==> config.mk <==
export PLATFORM = sky130hd
export DESIGN_NAME = tprc_top
export DESIGN_NICKNAME = d
export VERILOG_FILES = /design/src/tprc_pkg.sv /design/src/tprc_sync.sv /design/src/tprc_group_route.sv /design/src/tprc_top.sv
export SDC_FILE = /design/constraint.sdc
export NUM_CORES = 1
export LEC_CHECK = 0
export BUFFER_PORTS_ARGS = -buffer_cell sky130_fd_sc_hd__buf_2
export CAP_MARGIN = 20
export CORE_AREA = 2 2 147 92
export CTS_CLUSTER_DIAMETER = 50
export DETAILED_ROUTE_END_ITERATION = 7
export DIE_AREA = 0 0 149 94
export PLACE_DENSITY_LB_ADDON = 0.2
export SYNTH_ARGS = -nofsm -noshare
export SYNTH_HDL_FRONTEND = slang
export SYNTH_SLANG_ARGS = --single-unit
export TNS_END_PERCENT = 50
==> constraint.sdc <==
create_clock -name I_SYS_CLK -period 1.7 [get_ports I_SYS_CLK]
set_clock_uncertainty 0.1 [all_clocks]
set_input_delay 0.17 -clock I_SYS_CLK [delete_from_list [all_inputs] [get_ports I_SYS_CLK]]
set_output_delay 0.17 -clock I_SYS_CLK [all_outputs]
set_load 0.03 [all_outputs]
==> src/tprc_pkg.sv <==
// Constants, field layouts and carrier types for the Type-C port route configuration block.
// Assumes a single 200 MHz clock and a host command port decoded upstream of this block.
// Operation
// Requested-connection word is 32 bits; 1 enables a function, 0 disables it.
// Bit 2 keep-alive charging, bits 4/5 high-speed A/B, bit 6 VBUS.
// Bits 7/8 superspeed lanes, 11 auto connect, 12/13/14 CC1, CC2, SBU.
// Bits 15 to 18 request CC, superspeed, SBU and high-speed flips.
// Bits 19/20 enable CC injection; 0, 1, 3, 9, 10, 21-31 reserved.
// Separate 32-bit state word; bits 0-7 report actual line enables.
// State bits 8:9 and 10:11 orientations; bits 14-16 active flips.
// State bits 19:18 card status, 22:20 error flag, 23 connection established.
// State bits 26/27 injection, 28/29 pulse detect, 30/31 CC logic level.
// Lane-direction setting accepts indices 0 to 7 only.
// Lane-direction setting decides direction of each superspeed lane and SBU.
// Exactly one mux port, chosen by channel 0 to 3, joins the common port.
// Routing style 0 is whole-port routing, 1 is split routing.
// Whole-port routing sends every enabled group to the selected channel.
// Route word assignments act only while split routing is enabled.
// Route fields: SBU1 0:1, SBU2 2:3, CC1 4:5, CC2 8:9; 6:7, 10:11 reserved.
// Route fields: HS A 12:13, HS B 14:15, SS1 16:17, SS2 18:19; 24:31 reserved.
// Route bits 20 to 23 connect VBUS to channels 0 to 3 independently.
// Two conditioners: index 0 high-speed, index 1 superspeed, separate rx and tx.
// Receiver side selector: 0 both sides, 1 mux only, 2 common only.
// High-speed conditioner keeps one shared receiver and one transmitter setting.
// Reserved bits of the three words read as zero and ignore writes.
// Cable flip 0 is normal; 1 swaps CC, VCONN, SBU and data lines.
package tprc_pkg;
    // Requested-connection word bit positions
    localparam int REQ_KEEP_ALIVE = 2;
    localparam int REQ_HS_A = 4;
    localparam int REQ_HS_B = 5;
    localparam int REQ_VBUS = 6;
    localparam int REQ_SS1 = 7;
    localparam int REQ_SS2 = 8;
    localparam int REQ_AUTO_CONN = 11;
    localparam int REQ_CC1 = 12;
    localparam int REQ_CC2 = 13;
    localparam int REQ_SBU = 14;
    localparam int REQ_FLIP_LSB = 15;
    localparam int REQ_INJ_CC1 = 19;
    localparam int REQ_INJ_CC2 = 20;
    localparam logic [31:0] REQ_WRITE_MASK = 32'h001FF9F4;
    localparam logic [31:0] REQ_RESET = 32'h00000000;
    // Actual-state word bit positions
    localparam int ST_COM_ORIENT = 8;
    localparam int ST_MUX_ORIENT = 10;
    localparam int ST_FLIP_LSB = 14;
    localparam int ST_CARD = 18;
    localparam int ST_ERR = 20;
    localparam int ST_CONN = 23;
    localparam int ST_INJ = 26;
    localparam int ST_PULSE = 28;
    localparam int ST_LEVEL = 30;
    // Route word layout, group order SBU1 SBU2 CC1 CC2 HSA HSB SS1 SS2
    localparam int NUM_GROUPS = 8;
    localparam int ROUTE_LSB [NUM_GROUPS] = '{0, 2, 4, 8, 12, 14, 16, 18};
    localparam int ROUTE_VBUS_LSB = 20;
    localparam logic [31:0] ROUTE_WRITE_MASK = 32'h00FFF33F;
    localparam logic [31:0] ROUTE_RESET = 32'h00000000;
    // Command option codes of the control port
    localparam logic [3:0] OPT_REQ_WORD = 4'h0;
    localparam logic [3:0] OPT_STATE_WORD = 4'h1;
    localparam logic [3:0] OPT_ROUTE_WORD = 4'h2;
    localparam logic [3:0] OPT_LANE_DIR = 4'h3;
    localparam logic [3:0] OPT_CHANNEL = 4'h4;
    localparam logic [3:0] OPT_STYLE = 4'h5;
    localparam logic [3:0] OPT_FLIP = 4'h6;
    localparam logic [3:0] OPT_EQ_TX = 4'h7;
    localparam logic [3:0] OPT_EQ_RX = 4'h8;
    // Setting limits and reset values
    localparam logic [31:0] LANE_DIR_MAX = 32'h00000007;
    localparam logic [31:0] CHANNEL_MAX = 32'h00000003;
    localparam logic [31:0] STYLE_MAX = 32'h00000001;
    localparam logic [31:0] HS_TX_MAX = 32'h00000003;
    localparam logic [31:0] HS_RX_MAX = 32'h00000002;
    localparam logic [31:0] SS_TX_MAX = 32'h00000008;
    localparam logic [31:0] SS_RX_MAX = 32'h0000000F;
    localparam logic [1:0] RX_SIDE_BOTH = 2'h0;
    localparam logic [1:0] RX_SIDE_MUX = 2'h1;
    localparam logic [1:0] RX_SIDE_COM = 2'h2;
    localparam logic [2:0] LANE_DIR_RESET = 3'h0;
    localparam logic [1:0] CHANNEL_RESET = 2'h0;
    localparam logic [3:0] EQ_RESET = 4'h0;
    // Direction per lane-direction index: {SBU, SS lane 2, SS lane 1}, 1 = common to mux
    localparam logic [2:0] LANE_DIR_TABLE [8] = '{3'h0, 3'h1, 3'h7, 3'h0, 3'h5, 3'h2, 3'h6, 3'h1};

    typedef struct packed {
        logic [1:0] com_orient;
        logic [1:0] mux_orient;
        logic [1:0] card;
        logic [2:0] err;
        logic conn;
        logic [1:0] pulse;
        logic [1:0] level;
    } tprc_pins_t;

    typedef struct packed {
        logic valid;
        logic write;
        logic [3:0] opt;
        logic inst;
        logic [1:0] chan;
        logic [31:0] data;
    } tprc_cmd_t;
endpackage : tprc_pkg

==> src/tprc_sync.sv <==
// Two-stage synchroniser for a bundle of asynchronous level inputs.
// Assumes the bits are independent levels; no bus coherence is given.
`timescale 1ns/1ps
module tprc_sync #(
    parameter int WIDTH = 1
) (
    // Clock and reset
    input wire logic i_clk,
    input wire logic i_resetn,
    // Levels
    input wire logic [WIDTH-1:0] i_async,
    output logic [WIDTH-1:0] o_sync
);
    logic [WIDTH-1:0] stage1;

    always_ff @(posedge i_clk or negedge i_resetn) begin
        if (!i_resetn) begin
            stage1 <= '0;
            o_sync <= '0;
        end else begin
            stage1 <= i_async;
            o_sync <= stage1;
        end
    end
endmodule : tprc_sync

==> src/tprc_group_route.sv <==
// Channel select for one Type-C signal group, registered one-hot over four mux ports.
// Assumes the configuration inputs come from flip-flops on the same clock.
`timescale 1ns/1ps
module tprc_group_route (
    // Clock and reset
    input wire logic i_clk,
    input wire logic i_resetn,
    // Configuration
    input wire logic i_enable,
    input wire logic i_split,
    input wire logic [1:0] i_channel,
    input wire logic [1:0] i_field,
    // Switch control
    output logic [3:0] o_sel
);
    logic [1:0] port;

    // Route field counts only in split routing
    assign port = i_split ? i_field : i_channel;

    always_ff @(posedge i_clk or negedge i_resetn) begin
        if (!i_resetn) begin
            o_sel <= 4'h0;
        end else begin
            o_sel <= i_enable ? (4'h1 << port) : 4'h0;
        end
    end
endmodule : tprc_group_route

==> src/tprc_top.sv <==
// Configuration and status words of a four-way Type-C port selector.
// Assumes commands arrive already decoded from the control port, in the core clock domain;
// status pins are asynchronous and are synchronised here.
`timescale 1ns/1ps
module tprc_top
    import tprc_pkg::*;
(
    // Clock and reset
    input wire logic I_SYS_CLK,
    input wire logic I_RESETN,
    // Command port
    input wire logic I_CMD_VALID,
    input wire logic I_CMD_WRITE,
    input wire logic [3:0] I_CMD_OPT,
    input wire logic I_CMD_INST,
    input wire logic [1:0] I_CMD_CHAN,
    input wire logic [31:0] I_CMD_DATA,
    // Command response
    output logic O_RSP_VALID,
    output logic O_RSP_ERR,
    output logic [31:0] O_RSP_DATA,
    // Status pins
    input wire logic [1:0] I_COM_ORIENT,
    input wire logic [1:0] I_MUX_ORIENT,
    input wire logic [1:0] I_CARD_STATUS,
    input wire logic [2:0] I_ERR_FLAG,
    input wire logic I_CONN_UP,
    input wire logic [1:0] I_CC_PULSE,
    input wire logic [1:0] I_CC_LEVEL,
    // Group switch selects over mux ports 0 to 3, one-hot except VBUS in split routing
    output logic [3:0] O_SBU1_SEL,
    output logic [3:0] O_SBU2_SEL,
    output logic [3:0] O_CC1_SEL,
    output logic [3:0] O_CC2_SEL,
    output logic [3:0] O_HSA_SEL,
    output logic [3:0] O_HSB_SEL,
    output logic [3:0] O_SS1_SEL,
    output logic [3:0] O_SS2_SEL,
    output logic [3:0] O_VBUS_SEL,
    // Line controls
    output logic [3:0] O_FLIP,
    output logic O_KEEP_ALIVE,
    output logic O_AUTO_CONNECT,
    output logic [1:0] O_CC_INJECT,
    output logic [2:0] O_LANE_DIR,
    // Conditioner settings
    output logic [1:0] O_HS_RX_EQ,
    output logic [1:0] O_HS_TX_EQ,
    output logic [3:0] O_SS_TX_EQ,
    output logic [3:0] O_SS_RX_EQ_MUX,
    output logic [3:0] O_SS_RX_EQ_COM
);
    tprc_cmd_t cmd;
    tprc_pins_t pins_raw;
    tprc_pins_t pins;
    logic [31:0] req;
    logic [31:0] route;
    logic [2:0] lane_setting;
    logic [1:0] channel;
    logic split;
    logic [3:0] hs_rx;
    logic [3:0] hs_tx;
    logic [3:0] ss_tx;
    logic [3:0] ss_rx_mux;
    logic [3:0] ss_rx_com;
    logic [31:0] state_word;
    logic [NUM_GROUPS-1:0] grp_en;
    logic [3:0] grp_sel [NUM_GROUPS];
    logic wr;
    logic rd;
    logic bad;
    logic [31:0] next_rdata;

    assign cmd = '{I_CMD_VALID, I_CMD_WRITE, I_CMD_OPT, I_CMD_INST, I_CMD_CHAN, I_CMD_DATA};
    assign pins_raw = '{I_COM_ORIENT, I_MUX_ORIENT, I_CARD_STATUS, I_ERR_FLAG, I_CONN_UP,
                        I_CC_PULSE, I_CC_LEVEL};
    assign wr = cmd.valid && cmd.write && !bad;
    assign rd = cmd.valid && !cmd.write;

    tprc_sync #(
        .WIDTH($bits(tprc_pins_t))
    ) u_pin_sync (
        .i_clk(I_SYS_CLK),
        .i_resetn(I_RESETN),
        .i_async(pins_raw),
        .o_sync(pins)
    );

    // Writes outside the documented range are refused whole and leave the setting alone
    always_comb begin
        bad = 1'b0;
        if (cmd.write) begin
            unique case (cmd.opt)
                OPT_REQ_WORD, OPT_ROUTE_WORD: bad = 1'b0;
                OPT_STATE_WORD: bad = 1'b1;
                OPT_LANE_DIR: bad = cmd.data > LANE_DIR_MAX;
                OPT_CHANNEL: bad = cmd.data > CHANNEL_MAX;
                OPT_STYLE: bad = cmd.data > STYLE_MAX;
                OPT_FLIP: bad = cmd.data > STYLE_MAX;
                OPT_EQ_TX: bad = cmd.data > (cmd.inst ? SS_TX_MAX : HS_TX_MAX);
                OPT_EQ_RX: begin
                    // Half-duplex high-speed path has one receiver, side 0 only
                    if (!cmd.inst) begin
                        bad = (cmd.chan != RX_SIDE_BOTH) || (cmd.data > HS_RX_MAX);
                    end else begin
                        bad = (cmd.chan > RX_SIDE_COM) || (cmd.data > SS_RX_MAX);
                    end
                end
                default: bad = 1'b1;
            endcase
        end
    end

    // Requested-connection word; cable flip drives all four flip requests together
    always_ff @(posedge I_SYS_CLK or negedge I_RESETN) begin
        if (!I_RESETN) begin
            req <= REQ_RESET;
        end else if (wr && cmd.opt == OPT_REQ_WORD) begin
            req <= cmd.data & REQ_WRITE_MASK;
        end else if (wr && cmd.opt == OPT_FLIP) begin
            req[REQ_FLIP_LSB +: 4] <= {4{cmd.data[0]}};
        end
    end

    always_ff @(posedge I_SYS_CLK or negedge I_RESETN) begin
        if (!I_RESETN) begin
            route <= ROUTE_RESET;
        end else if (wr && cmd.opt == OPT_ROUTE_WORD) begin
            route <= cmd.data & ROUTE_WRITE_MASK;
        end
    end

    always_ff @(posedge I_SYS_CLK or negedge I_RESETN) begin
        if (!I_RESETN) begin
            lane_setting <= LANE_DIR_RESET;
            channel <= CHANNEL_RESET;
            split <= 1'b0;
        end else if (wr) begin
            if (cmd.opt == OPT_LANE_DIR) begin
                lane_setting <= cmd.data[2:0];
            end
            if (cmd.opt == OPT_CHANNEL) begin
                channel <= cmd.data[1:0];
            end
            if (cmd.opt == OPT_STYLE) begin
                split <= cmd.data[0];
            end
        end
    end

    always_ff @(posedge I_SYS_CLK or negedge I_RESETN) begin
        if (!I_RESETN) begin
            hs_rx <= EQ_RESET;
            hs_tx <= EQ_RESET;
            ss_tx <= EQ_RESET;
            ss_rx_mux <= EQ_RESET;
            ss_rx_com <= EQ_RESET;
        end else if (wr && cmd.opt == OPT_EQ_TX) begin
            if (cmd.inst) begin
                ss_tx <= cmd.data[3:0];
            end else begin
                hs_tx <= cmd.data[3:0];
            end
        end else if (wr && cmd.opt == OPT_EQ_RX) begin
            if (!cmd.inst) begin
                hs_rx <= cmd.data[3:0];
            end else begin
                if (cmd.chan != RX_SIDE_COM) begin
                    ss_rx_mux <= cmd.data[3:0];
                end
                if (cmd.chan != RX_SIDE_MUX) begin
                    ss_rx_com <= cmd.data[3:0];
                end
            end
        end
    end

    // Group order SBU1 SBU2 CC1 CC2 HSA HSB SS1 SS2
    assign grp_en = {req[REQ_SS2], req[REQ_SS1], req[REQ_HS_B], req[REQ_HS_A],
                     req[REQ_CC2], req[REQ_CC1], req[REQ_SBU], req[REQ_SBU]};

    for (genvar g = 0; g < NUM_GROUPS; g++) begin : g_route
        tprc_group_route u_route (
            .i_clk(I_SYS_CLK),
            .i_resetn(I_RESETN),
            .i_enable(grp_en[g]),
            .i_split(split),
            .i_channel(channel),
            .i_field(route[ROUTE_LSB[g] +: 2]),
            .o_sel(grp_sel[g])
        );
    end

    assign O_SBU1_SEL = grp_sel[0];
    assign O_SBU2_SEL = grp_sel[1];
    assign O_CC1_SEL = grp_sel[2];
    assign O_CC2_SEL = grp_sel[3];
    assign O_HSA_SEL = grp_sel[4];
    assign O_HSB_SEL = grp_sel[5];
    assign O_SS1_SEL = grp_sel[6];
    assign O_SS2_SEL = grp_sel[7];

    // VBUS may feed several ports at once in split routing, so it is not one-hot there
    always_ff @(posedge I_SYS_CLK or negedge I_RESETN) begin
        if (!I_RESETN) begin
            O_VBUS_SEL <= 4'h0;
        end else if (!req[REQ_VBUS]) begin
            O_VBUS_SEL <= 4'h0;
        end else if (split) begin
            O_VBUS_SEL <= route[ROUTE_VBUS_LSB +: 4];
        end else begin
            O_VBUS_SEL <= 4'h1 << channel;
        end
    end

    assign O_FLIP = req[REQ_FLIP_LSB +: 4];
    assign O_KEEP_ALIVE = req[REQ_KEEP_ALIVE];
    assign O_AUTO_CONNECT = req[REQ_AUTO_CONN];
    assign O_CC_INJECT = {req[REQ_INJ_CC2], req[REQ_INJ_CC1]};
    assign O_LANE_DIR = LANE_DIR_TABLE[lane_setting];
    assign O_HS_RX_EQ = hs_rx[1:0];
    assign O_HS_TX_EQ = hs_tx[1:0];
    assign O_SS_TX_EQ = ss_tx;
    assign O_SS_RX_EQ_MUX = ss_rx_mux;
    assign O_SS_RX_EQ_COM = ss_rx_com;

    // Line enables come from the switch selects, not the request, so they lag a write; flip and injection bits come from the request
    always_comb begin
        state_word = 32'h00000000;
        state_word[0] = |O_VBUS_SEL;
        state_word[1] = |O_HSA_SEL;
        state_word[2] = |O_HSB_SEL;
        state_word[3] = |O_SBU1_SEL;
        state_word[4] = |O_SS1_SEL;
        state_word[5] = |O_SS2_SEL;
        state_word[6] = |O_CC1_SEL;
        state_word[7] = |O_CC2_SEL;
        state_word[ST_COM_ORIENT +: 2] = pins.com_orient;
        state_word[ST_MUX_ORIENT +: 2] = pins.mux_orient;
        state_word[ST_FLIP_LSB +: 3] = req[REQ_FLIP_LSB +: 3];
        state_word[ST_CARD +: 2] = pins.card;
        state_word[ST_ERR +: 3] = pins.err;
        state_word[ST_CONN] = pins.conn;
        state_word[ST_INJ +: 2] = O_CC_INJECT;
        state_word[ST_PULSE +: 2] = pins.pulse;
        state_word[ST_LEVEL +: 2] = pins.level;
    end

    always_comb begin
        next_rdata = 32'h00000000;
        unique case (cmd.opt)
            OPT_REQ_WORD: next_rdata = req;
            OPT_STATE_WORD: next_rdata = state_word;
            OPT_ROUTE_WORD: next_rdata = route;
            OPT_LANE_DIR: next_rdata = {29'h0, lane_setting};
            OPT_CHANNEL: next_rdata = {30'h0, channel};
            OPT_STYLE: next_rdata = {31'h0, split};
            OPT_FLIP: next_rdata = {31'h0, &req[REQ_FLIP_LSB +: 4]};
            OPT_EQ_TX: next_rdata = {28'h0, cmd.inst ? ss_tx : hs_tx};
            OPT_EQ_RX: next_rdata = {28'h0, (cmd.inst && cmd.chan == RX_SIDE_COM) ?
                                     ss_rx_com : (cmd.inst ? ss_rx_mux : hs_rx)};
            default: next_rdata = 32'h00000000;
        endcase
    end

    always_ff @(posedge I_SYS_CLK or negedge I_RESETN) begin
        if (!I_RESETN) begin
            O_RSP_VALID <= 1'b0;
            O_RSP_ERR <= 1'b0;
            O_RSP_DATA <= 32'h00000000;
        end else begin
            O_RSP_VALID <= cmd.valid;
            O_RSP_ERR <= cmd.valid && (bad || (rd && cmd.opt > OPT_EQ_RX));
            O_RSP_DATA <= rd ? next_rdata : 32'h00000000;
        end
    end
endmodule : tprc_top

==> results of run 1 <==
[how the worst min path moves through the flow]
stage | start | endpoint | slack, ns | cells past startpoint
6_report | I_CMD_DATA[6] | req[6]$_DFFE_PN0N_ | 0.008 | 3
2_1_floorplan | I_RESETN | O_RSP_DATA[0]$_DFF_PN0_ | -0.23 | 0
3_5_place_dp | I_RESETN | lane_setting[0]$_DFFE_PN0P_ | -0.04 | 1
3_3_place_gp | I_RESETN | req[2]$_DFFE_PN0N_ | -0.05 | 1
4_1_cts | I_CMD_DATA[17] | route[17]$_DFFE_PN0P_ | 0.003 | 3
5_1_grt | I_CMD_DATA[6] | req[6]$_DFFE_PN0N_ | 0.02 | 3
[power by group]
part           switching (W)  internal [W]
Combinational        0.00101      0.000787
Clock                0.00167       0.00222
Sequential          0.000394       0.00408
Total                0.00308       0.00709
[final cells by class]
cell class                      count  area, sq um  area share, %
Tap cell                          170        212.7          2.270
Clock buffer                       17        425.4          4.539
Inverter                            6        22.52         0.2403
Sequential cell                   158         3958          42.23
Timing Repair Buffer              262         1784          19.04
Multi-Input combinational cell    346         2786          29.73
Clock inverter                     14        182.7          1.949
[critical path: cells and delay by family]
kind / cells / cell delay (ns)
and+or+nand+nor: 3 / 1.31
muxes: 1 / 0.32
buffers and inverters: 2 / 0.27
AOI/OAI and AO/OA: 1 / 0.11
[logic make-up after synthesis]
family	Yosys count	share of synthesized area, %
compound gates	105	11.12
flops	158	59.33
simple gates	161	12.97
buf+inv	45	3.361
xor+xnor	1	0.1315
other cells	1	0.05627
fa+ha+maj	4	0.7511
mux	73	12.28
[cells in the final DEF, fill, tap and decap left out, drive strengths merged, types with 5 or more instances in the layout]
master	instances
a21boi	19
and3	10
nor3	6
dlygate4sd3	27
clkinv	6
nor3b	9
dfrtp	158
nor2b	5
nand2	30
buf	235
inv	11
and2	16
o21a	12
nand3	14
o41ai	7
o21ai	14
mux2	58
a21oi	22
nor4	9
nor2	38
clkbuf	17
mux2i	15
a22oi	12
nand3b	10
[state kept, by name, indices dropped and copies added (netlist names)]
signal / flops
O_SS_RX_EQ_MUX: 4
route: 20
O_RSP_VALID: 1
lane_setting: 3
split: 1
O_VBUS_SEL: 4
channel: 2
hs_tx: 4
g_route.u_route.o_sel: 32
hs_rx: 4
u_pin_sync.stage1: 14
O_RSP_DATA: 30
O_RSP_ERR: 1
u_pin_sync.o_sync: 14
O_SS_RX_EQ_COM: 4
O_SS_TX_EQ: 4
req: 16
[repair_timing]
item                       CTS  global route
pin swaps                    9             9
hold endpoints to repair   189             0
gates resized for setup     52            17
setup endpoints to repair   35            36
buffers inserted             0             2
cloned                       0             0
hold buffers                27             0
[layer usage]
layer / vias up / global-route usage (%) / part of all wire, %
met5: - / 0 / 0
met1: 2760 / 46.12 / 47
met2: 260 / 45.16 / 44
li1: 2459 / - / -
met4: 0 / 6.429 / 0.68
met3: 16 / 6.262 / 7.9
[synth_stat cells (12+ instances only)]
master	instances
nand3_1	14
a21oi_1	21
dfrtp_1	158
buf_4	12
o21ai_0	14
o21a_1	12
a22oi_1	12
clkbuf_1	22
a21boi_0	19
mux2_2	54
mux2i_1	15
nor2_1	38
nand2_1	29
and2_1	14
[per-stage QoR]
| stage | worst slack (ns) | std cells |
|---|---|---|
| after floorplan | -0.5920 | 549 |
| after global placement | -0.9134 | 913 |
| after detailed placement | -0.9716 | 913 |
| after CTS | -0.2495 | 971 |
| after global routing | -0.3377 | 973 |
| final | -0.2996 | 973 |
==> flow_summary.json, run 1 <==
{
  "grt_pass1_vias": 5506,
  "yosysTopAreaCellShare_pct": 59.33,
  "crit_path_end_kind": "flop",
  "die_width_microns": 149,
  "routabilityCongestion": 0.8955,
  "netlist_top_cells_area": "dfrtp_1 (59%), mux2_2 (9.1%), mux2i_1 (2.3%)",
  "final_max_slew_viol_count": 0,
  "cap_viol_max_count": 0,
  "dieArea_sq_um": 14010,
  "p_total_w": 0.01017,
  "drcViolationCount": 0,
  "yosysTopAreaCell": "dfrtp_1",
  "crit_start": "I_CMD_DATA[17]",
  "cp-start-kind": "input pin",
  "antenna_cells": 0,
  "rr_worst_depth": 4,
  "grt_max_degree": 62,
  "wl_per_cell_microns": 20.82,
  "reg2reg_to": "O_RSP_DATA[0]$_DFF_PN0_",
  "syn_avg_cell_area_sq_um": 12.16,
  "ant_nets": 0,
  "yosysWarningCount": 0,
  "critPathMaxStageDelay_ns": 0.58,
  "p_leak_nw": 4.591,
  "cts_tree": "yes",
  "grt-ovfl-total": 0,
  "layout.nets": 852,
  "rsz0062_at_grt": "yes",
  "grt_pass1_wl_microns": 31570,
  "wl_microns": 20260,
  "final.setup.tns_ns": -4.813,
  "track_usage_pct": 30.31,
  "fill_cells": 849,
  "viasPerCell": 5.647,
  "crit_path_top_delay_cell": "or4_4",
  "status": "finished, violations left",
  "final_core_util_pct": 74.54,
  "clkLatencyLatePin_ns": 0.41,
  "async_reset_ff_share_pct": 100.0,
  "finalCriticalPeriod_ns": 2.000,
  "ys_seq_area_share_pct": 59.33,
  "cts_inserted_buffers": 17,
  "worstPathCellList": "buf_6 -> or4_4 -> buf_4 -> nor3_4 -> a21oi_2 -> or4_4 -> mux2_4",
  "violations": "negative setup slack",
  "ys_ff_latch": 158,
  "start_util_pct": 53.01,
  "worstMarginPinSlew_ns": 0.5991,
  "r2r_start": "O_VBUS_SEL[1]$_DFF_PN0_",
  "dr.pass1.iters": 4,
  "slew_headroom_pct": 59.97,
  "fin_crit_sh_pct": 117.6,
  "clk_pin_slew_ns": 0.06,
  "cts.sinks": 158,
  "fmax_ghz": 0.5001,
  "finish.instance_area_sq_um": 9371,
  "die_y_microns": 94,
  "clockBufferDepth": 2,
  "worstHoldPathType": "in -> reg",
  "synthFlopType": "dfrtp_1",
  "r2r_slack_ns": 0.07,
  "htreeDepth": 4,
  "netlist_area_sq_um": 6664,
  "setup_viol": 33,
  "dp_hpwl_microns": 14330,
  "power_density_nw_per_um2": 1085,
  "core_area_sq_um": 12570,
  "antenna_found_initial": 0,
  "io_buffers": 151,
  "ir_drop_uv": 867.2,
  "synth_edf_count": 0,
  "hold_ws_ns": 0.008438,
  "num_vias": 5495,
  "io_pins": 154,
  "worstPathMaxFanout": 4,
  "timing_worst_setup_path_type": "in -> reg",
  "postSynthCellCount": 548,
  "dpl-instance-area_sq_um": 8147,
  "rows": 32,
  "critPathMostFrequentCell": "or4_4",
  "hold_violations": 0,
  "drt_iter0_markers": 409,
  "arrival_ns": 2.19,
  "area_growth_pct": 40.63,
  "cp_data_required_time_ns": 1.89,
  "fin_ws_ns": -0.2996,
  "root_buffer": "clkbuf_16",
  "ys_types": 58,
  "drive_gt1_share_pct": 45.21,
  "endpoint": "O_SS_TX_EQ[3]$_DFFE_PN0P_"
}
No activity file was read; power rests on OpenSTA's default activity.
==> run 2, diff against run 1 <==
CORE_AREA = 2 2 115 117   (was 2 2 147 92)
DIE_AREA = 0 0 117 119   (was 0 0 149 94)
==> flow_summary.json, run 2 (synthesis results as in run 1) <==
{
  "status": "finished, violations left",
  "violations": "negative setup slack",
  "clk_pin_slew_ns": 0.06,
  "die_width_microns": 117,
  "antenna_found_initial": 0,
  "grt_use_met2_pct": 45.95,
  "grt-ovfl-total": 0,
  "worstMarginPinSlew_ns": 0.5058,
  "final_max_slew_viol_count": 0,
  "worstPathCellList": "buf_6 -> or4_4 -> buf_4 -> nor3_4 -> a21oi_2 -> or4_4 -> mux2_4",
  "dp_hpwl_microns": 13190,
  "wl_microns": 19210,
  "drive_gt1_share_pct": 44.57,
  "path_buf_inv": 2,
  "io_buffers": 151,
  "ant_nets": 0,
  "register_area_sq_um": 3954,
  "cap_viol_max_count": 0,
  "fin_ws_ns": -0.2975,
  "grt_busiest_layer": "met2",
  "start_util_pct": 51.76,
  "cp-start-kind": "input pin",
  "fin_crit_sh_pct": 117.5,
  "layout.nets": 859,
  "num_vias": 5488,
  "dieArea_sq_um": 13920,
  "wl_per_cell_microns": 19.48,
  "cts.sinks": 158,
  "largest_reg_flops": 32,
  "fmax_ghz": 0.5006,
  "layout_commonest_cell": "dfrtp_1",
  "grt_max_degree": 44,
  "drt_iter0_markers": 415,
  "io_pins": 154,
  "hold_ws_ns": 0.01590,
  "core_area_sq_um": 12870,
  "rsz0062_at_grt": "yes",
  "finalCriticalPeriod_ns": 1.998,
  "crit_path_top_delay_cell": "or4_4",
  "clockBufferDepth": 2,
  "worstPathMaxFanout": 4,
  "routabilityCongestion": 0.9442,
  "crit_path_end_kind": "flop",
  "final_core_util_pct": 72.65,
  "drcViolationCount": 0,
  "viasPerCell": 5.566,
  "cp_data_required_time_ns": 1.91,
  "setup_viol": 32,
  "die_y_microns": 119,
  "grt_pass1_vias": 5576,
  "track_usage_pct": 29.23,
  "regMostFlops": "g_route.u_route.o_sel",
  "dr.pass1.iters": 5,
  "rows": 42,
  "htreeDepth": 4,
  "p_total_w": 0.01020,
  "fill_cells": 863,
  "arrival_ns": 2.21,
  "worstHoldPathType": "in -> reg",
  "mostFrequentLayoutCells": "dfrtp_1 (158), buf_2 (144), buf_4 (82)",
  "hold_violations": 0,
  "timing_worst_setup_path_type": "in -> reg",
  "largest_registers": "g_route.u_route.o_sel x32, O_RSP_DATA x30, route x20",
  "cts_inserted_buffers": 17,
  "root_buffer": "clkbuf_16",
  "ir_drop_uv": 905.4,
  "grt_pass1_wl_microns": 30230,
  "slew_headroom_pct": 66.18,
  "critPathMostFrequentCell": "or4_4",
  "cts_tree": "yes",
  "antenna_cells": 0,
  "clkLatencyLatePin_ns": 0.43,
  "met3_usage_pct": 6.972,
  "critPathMaxStageDelay_ns": 0.59,
  "critPathTopFamily": "simple AND/OR/NAND/NOR gates",
  "p_leak_nw": 4.622,
  "area_growth_pct": 40.37,
  "power_density_nw_per_um2": 1091,
  "multi_input_area_sq_um": 2731,
  "grt_util_met1_pct": 40.28
}
run 2: cell count changes in the layout (fill, tap and decap cells not counted), sizes merged:
cell and change:
buf +4, bufinv +1, clkbuf +1, clkinv -2, clkinvlp -1, dlygate4sd3 +3
inv +1
run 2: worst reg2reg max path, delay by kind of cell, from the launching register on:
kind	cells	cell delay [ns]
flops	1	0.41
simple gates	1	0.55
compound gates	3	0.49
run 2: layout make-up:
class	instances	share of cell area [%]
inverter	6	0.2408
clock buffer	18	4.588
multi-input combinational	346	29.20
tap	176	2.354
timing repair buffer	269	19.44
clock inverter	13	1.913
sequential	158	42.27
run 2: path summary, 6_finish.rpt:
kind,from,to,slack [ns],depth (start not counted)
setup / recovery,I_CMD_DATA[14],O_SS_TX_EQ[1]$_DFFE_PN0P_,-0.30,7
hold / removal,I_CMD_DATA[15],route[15]$_DFFE_PN0P_,0.02,3
setup reg to reg,O_VBUS_SEL[1]$_DFF_PN0_,O_RSP_DATA[0]$_DFF_PN0_,0.01,4
hold reg to reg,u_pin_sync.stage1[4]$_DFF_PN0_,u_pin_sync.o_sync[4]$_DFF_PN0_,0.25,0
max in group asynchronous,I_RESETN,u_pin_sync.o_sync[1]$_DFF_PN0_,0.75,3
min in group asynchronous,I_RESETN,O_RSP_VALID$_DFF_PN0_,0.11,2
run 2: power breakdown:
part / switching [W] / internal [W] / leakage [nW]
Sequential: 0.000393 / 0.00408 / 2.07
Clock: 0.00159 / 0.00234 / 0.300
Combinational: 0.000994 / 0.000807 / 2.25
run 2: through the flow:
stage | instance area [sq um] | std cells | TNS, ns | worst slack (ns)
finish | 9354 | 986 | -6.010 | -0.2975
global route | 9354 | 986 | -7.843 | -0.3401
CTS | 9300 | 986 | -4.987 | -0.2806
detailed placement | 8147 | 918 | -24.70 | -0.8644
global placement | 8147 | 918 | -26.33 | -0.8798
floorplan | 6715 | 549 | -11.84 | -0.5920
run 2: repair_timing:
| item | 4_1_cts | 5_1_grt |
|---|---|---|
| hold buffers | 30 | 0 |
| buffers inserted | 7 | 0 |
| resized for setup | 36 | 12 |
| pin swaps | 13 | 6 |
| endpoints found under the setup margin | 35 | 39 |
| endpoints found under the hold margin | 193 | 0 |
run 2: metal layers:
layer | wire length [microns] | up-vias | part of all wire [%]
met5 | 0 | - | 0
met4 | 408 | 0 | 2.1
met2 | 9336 | 231 | 49
met3 | 1220 | 35 | 6.4
li1 | - | 2460 | -
met1 | 8241 | 2762 | 43
==> run 3, diff against run 2 <==
PLACE_DENSITY = 0.78   (was default)
PLACE_DENSITY_LB_ADDON = default   (was 0.2)
==> flow_summary.json, run 3 (synthesis results as in run 1) <==
{
  "status": "finished, violations left",
  "violations": "negative setup slack",
  "wl_microns": 20060,
  "ir_drop_uv": 666.0,
  "cp_data_required_time_ns": 1.91,
  "arrival_ns": 2.25,
  "io_buffers": 151,
  "cts_inserted_buffers": 17,
  "dr.pass1.iters": 6,
  "largest_registers": "g_route.u_route.o_sel x32, O_RSP_DATA x30, route x20",
  "multi_input_area_sq_um": 2741,
  "fin_crit_sh_pct": 119.8,
  "fmax_ghz": 0.4911,
  "grt_pass1_vias": 5841,
  "placed_cells": 920,
  "worstPathMaxFanout": 4,
  "die_y_microns": 119,
  "final_max_slew_viol_count": 0,
  "fill_cells": 862,
  "routabilityCongestion": 0.9092,
  "drcViolationCount": 0,
  "layout.nets": 859,
  "finalCriticalPeriod_ns": 2.036,
  "root_buffer": "clkbuf_16",
  "mostFrequentLayoutCells": "dfrtp_1 (158), buf_2 (146), buf_4 (79)",
  "pre_cts_ws_ns": -0.8329,
  "start_util_pct": 51.76,
  "die_width_microns": 117,
  "dieArea_sq_um": 13920,
  "critPathTopFamily": "simple AND/OR/NAND/NOR gates",
  "viasPerCell": 5.729,
  "clk_pin_slew_ns": 0.06,
  "timing_worst_setup_path_type": "in -> reg",
  "largest_reg_flops": 32,
  "final_cells": 986,
  "path_buf_inv": 2,
  "cts.sinks": 158,
  "antenna_found_initial": 0,
  "hold_violations": 0,
  "rows": 42,
  "htreeDepth": 4,
  "dp_hpwl_microns": 13410,
  "p_total_w": 0.009840,
  "cts_tree": "yes",
  "cp-start-kind": "input pin",
  "grt-ovfl-total": 0,
  "grt_max_degree": 53,
  "p_seq_share_pct": 45.5,
  "io_pins": 154,
  "worstPathCellList": "buf_2 -> nor4_4 -> nand4_2 -> buf_6 -> nor3_4 -> a21oi_2 -> or4_4 -> mux2_4",
  "p_sw_w": 0.002942,
  "power_density_nw_per_um2": 1058,
  "final.setup.tns_ns": -6.210,
  "critPathMaxStageDelay_ns": 0.59,
  "layout_commonest_cell": "dfrtp_1",
  "track_usage_pct": 29.78,
  "worstHoldPathType": "in -> reg",
  "p_leak_nw": 4.596,
  "p_int_w": 0.006898,
  "antenna_cells": 0,
  "crit_path_end_kind": "flop",
  "core_area_sq_um": 12870,
  "final_core_util_pct": 72.26,
  "ant_nets": 0,
  "fin_ws_ns": -0.3361,
  "cap_viol_max_count": 0,
  "drt_iter0_markers": 510,
  "wl_per_cell_microns": 20.34,
  "comb_power_share_pct": 18.1,
  "drive_gt1_share_pct": 44.57,
  "swShare_pct": 29.90,
  "crit_path_top_delay_cell": "or4_4",
  "setup_viol": 32,
  "area_growth_pct": 39.62,
  "clockBufferDepth": 2,
  "regMostFlops": "g_route.u_route.o_sel",
  "clkLatencyLatePin_ns": 0.43,
  "rsz0062_at_grt": "yes",
  "grt_pass1_wl_microns": 30950,
  "p_clk_share_pct": 36.4,
  "register_area_sq_um": 3954,
  "num_vias": 5649
}
run 3: changes by cell type in the layout (fill, tap and decap cells not counted), moves of 3 or more:
cell and delta:
buf_4 -3, mux2_2 -8, nor4_4 -3, nor4_2 +3, mux2_4 +8
run 3: stage by stage:
stage               area (sq um)  hold slack, ns
detailed placement          8162        -0.03145
floorplan                   6715         -0.2256
global route                9304         0.01725
finish                      9304         0.01766
CTS                         9196        0.001664
global placement            8162        -0.03814
run 3: layer usage:
| metal | global-route usage, % | share of wire [%] | vias up | wire [microns] |
|---|---|---|---|---|
| met5 | 0 | 0 | - | 0 |
| met4 | 11.03 | 2.9 | 0 | 576 |
| met3 | 9.415 | 7.6 | 65 | 1517 |
| met2 | 45.92 | 50 | 289 | 9933 |
| met1 | 39.59 | 40 | 2825 | 8032 |
| li1 | - | - | 2470 | - |
run 3: timing repair:
action,CTS,global route
buffers inserted,4,1
setup endpoints to repair,36,37
pin swaps,5,6
hold buffers,32,0
endpoints found under the hold margin,197,0
resized for setup,34,21
run 3: worst reg2reg max path: cells and delay by family, from the launching register on:
kind            cells  cell delay, ns
compound gates      3            0.49
simple gates        1            0.56
flops               1            0.39
run 3: final timing paths:
kind	startpoint	end	depth (start not counted)	slack, ns
min in group asynchronous	I_RESETN	g_route[3].u_route.o_sel[2]$_DFF_PN0_	2	0.08
setup / recovery	I_CMD_DATA[25]	O_SS_TX_EQ[1]$_DFFE_PN0P_	8	-0.34
hold / removal	I_CMD_DATA[1]	O_SS_TX_EQ[1]$_DFFE_PN0P_	2	0.02
max in group asynchronous	I_RESETN	route[14]$_DFFE_PN0P_	3	0.78
setup reg to reg	O_VBUS_SEL[1]$_DFF_PN0_	O_RSP_DATA[0]$_DFF_PN0_	4	0.04
hold reg to reg	u_pin_sync.stage1[10]$_DFF_PN0_	u_pin_sync.o_sync[10]$_DFF_PN0_	0	0.25
run 3: layout make-up:
| type | instances | area share [%] |
|---|---|---|
| Clock inverter | 12 | 1.237 |
| Clock buffer | 19 | 4.653 |
| Inverter | 6 | 0.2421 |
| Multi-Input combinational cell | 346 | 29.46 |
| Sequential cell | 158 | 42.50 |
| Tap cell | 176 | 2.367 |
| Timing Repair Buffer | 269 | 19.54 |
run 3: power by group through the flow:
| stage | Combinational [W] | Clock (W) | Sequential, W |
|---|---|---|---|
| after floorplan | 0.000859 | 0 | 0.00456 |
| after global placement | 0.00154 | 0 | 0.00449 |
| after detailed placement | 0.00159 | 0 | 0.00452 |
| after CTS | 0.00171 | 0.00359 | 0.00446 |
| after global routing | 0.00190 | 0.00377 | 0.00452 |
| final | 0.00178 | 0.00358 | 0.00448 |
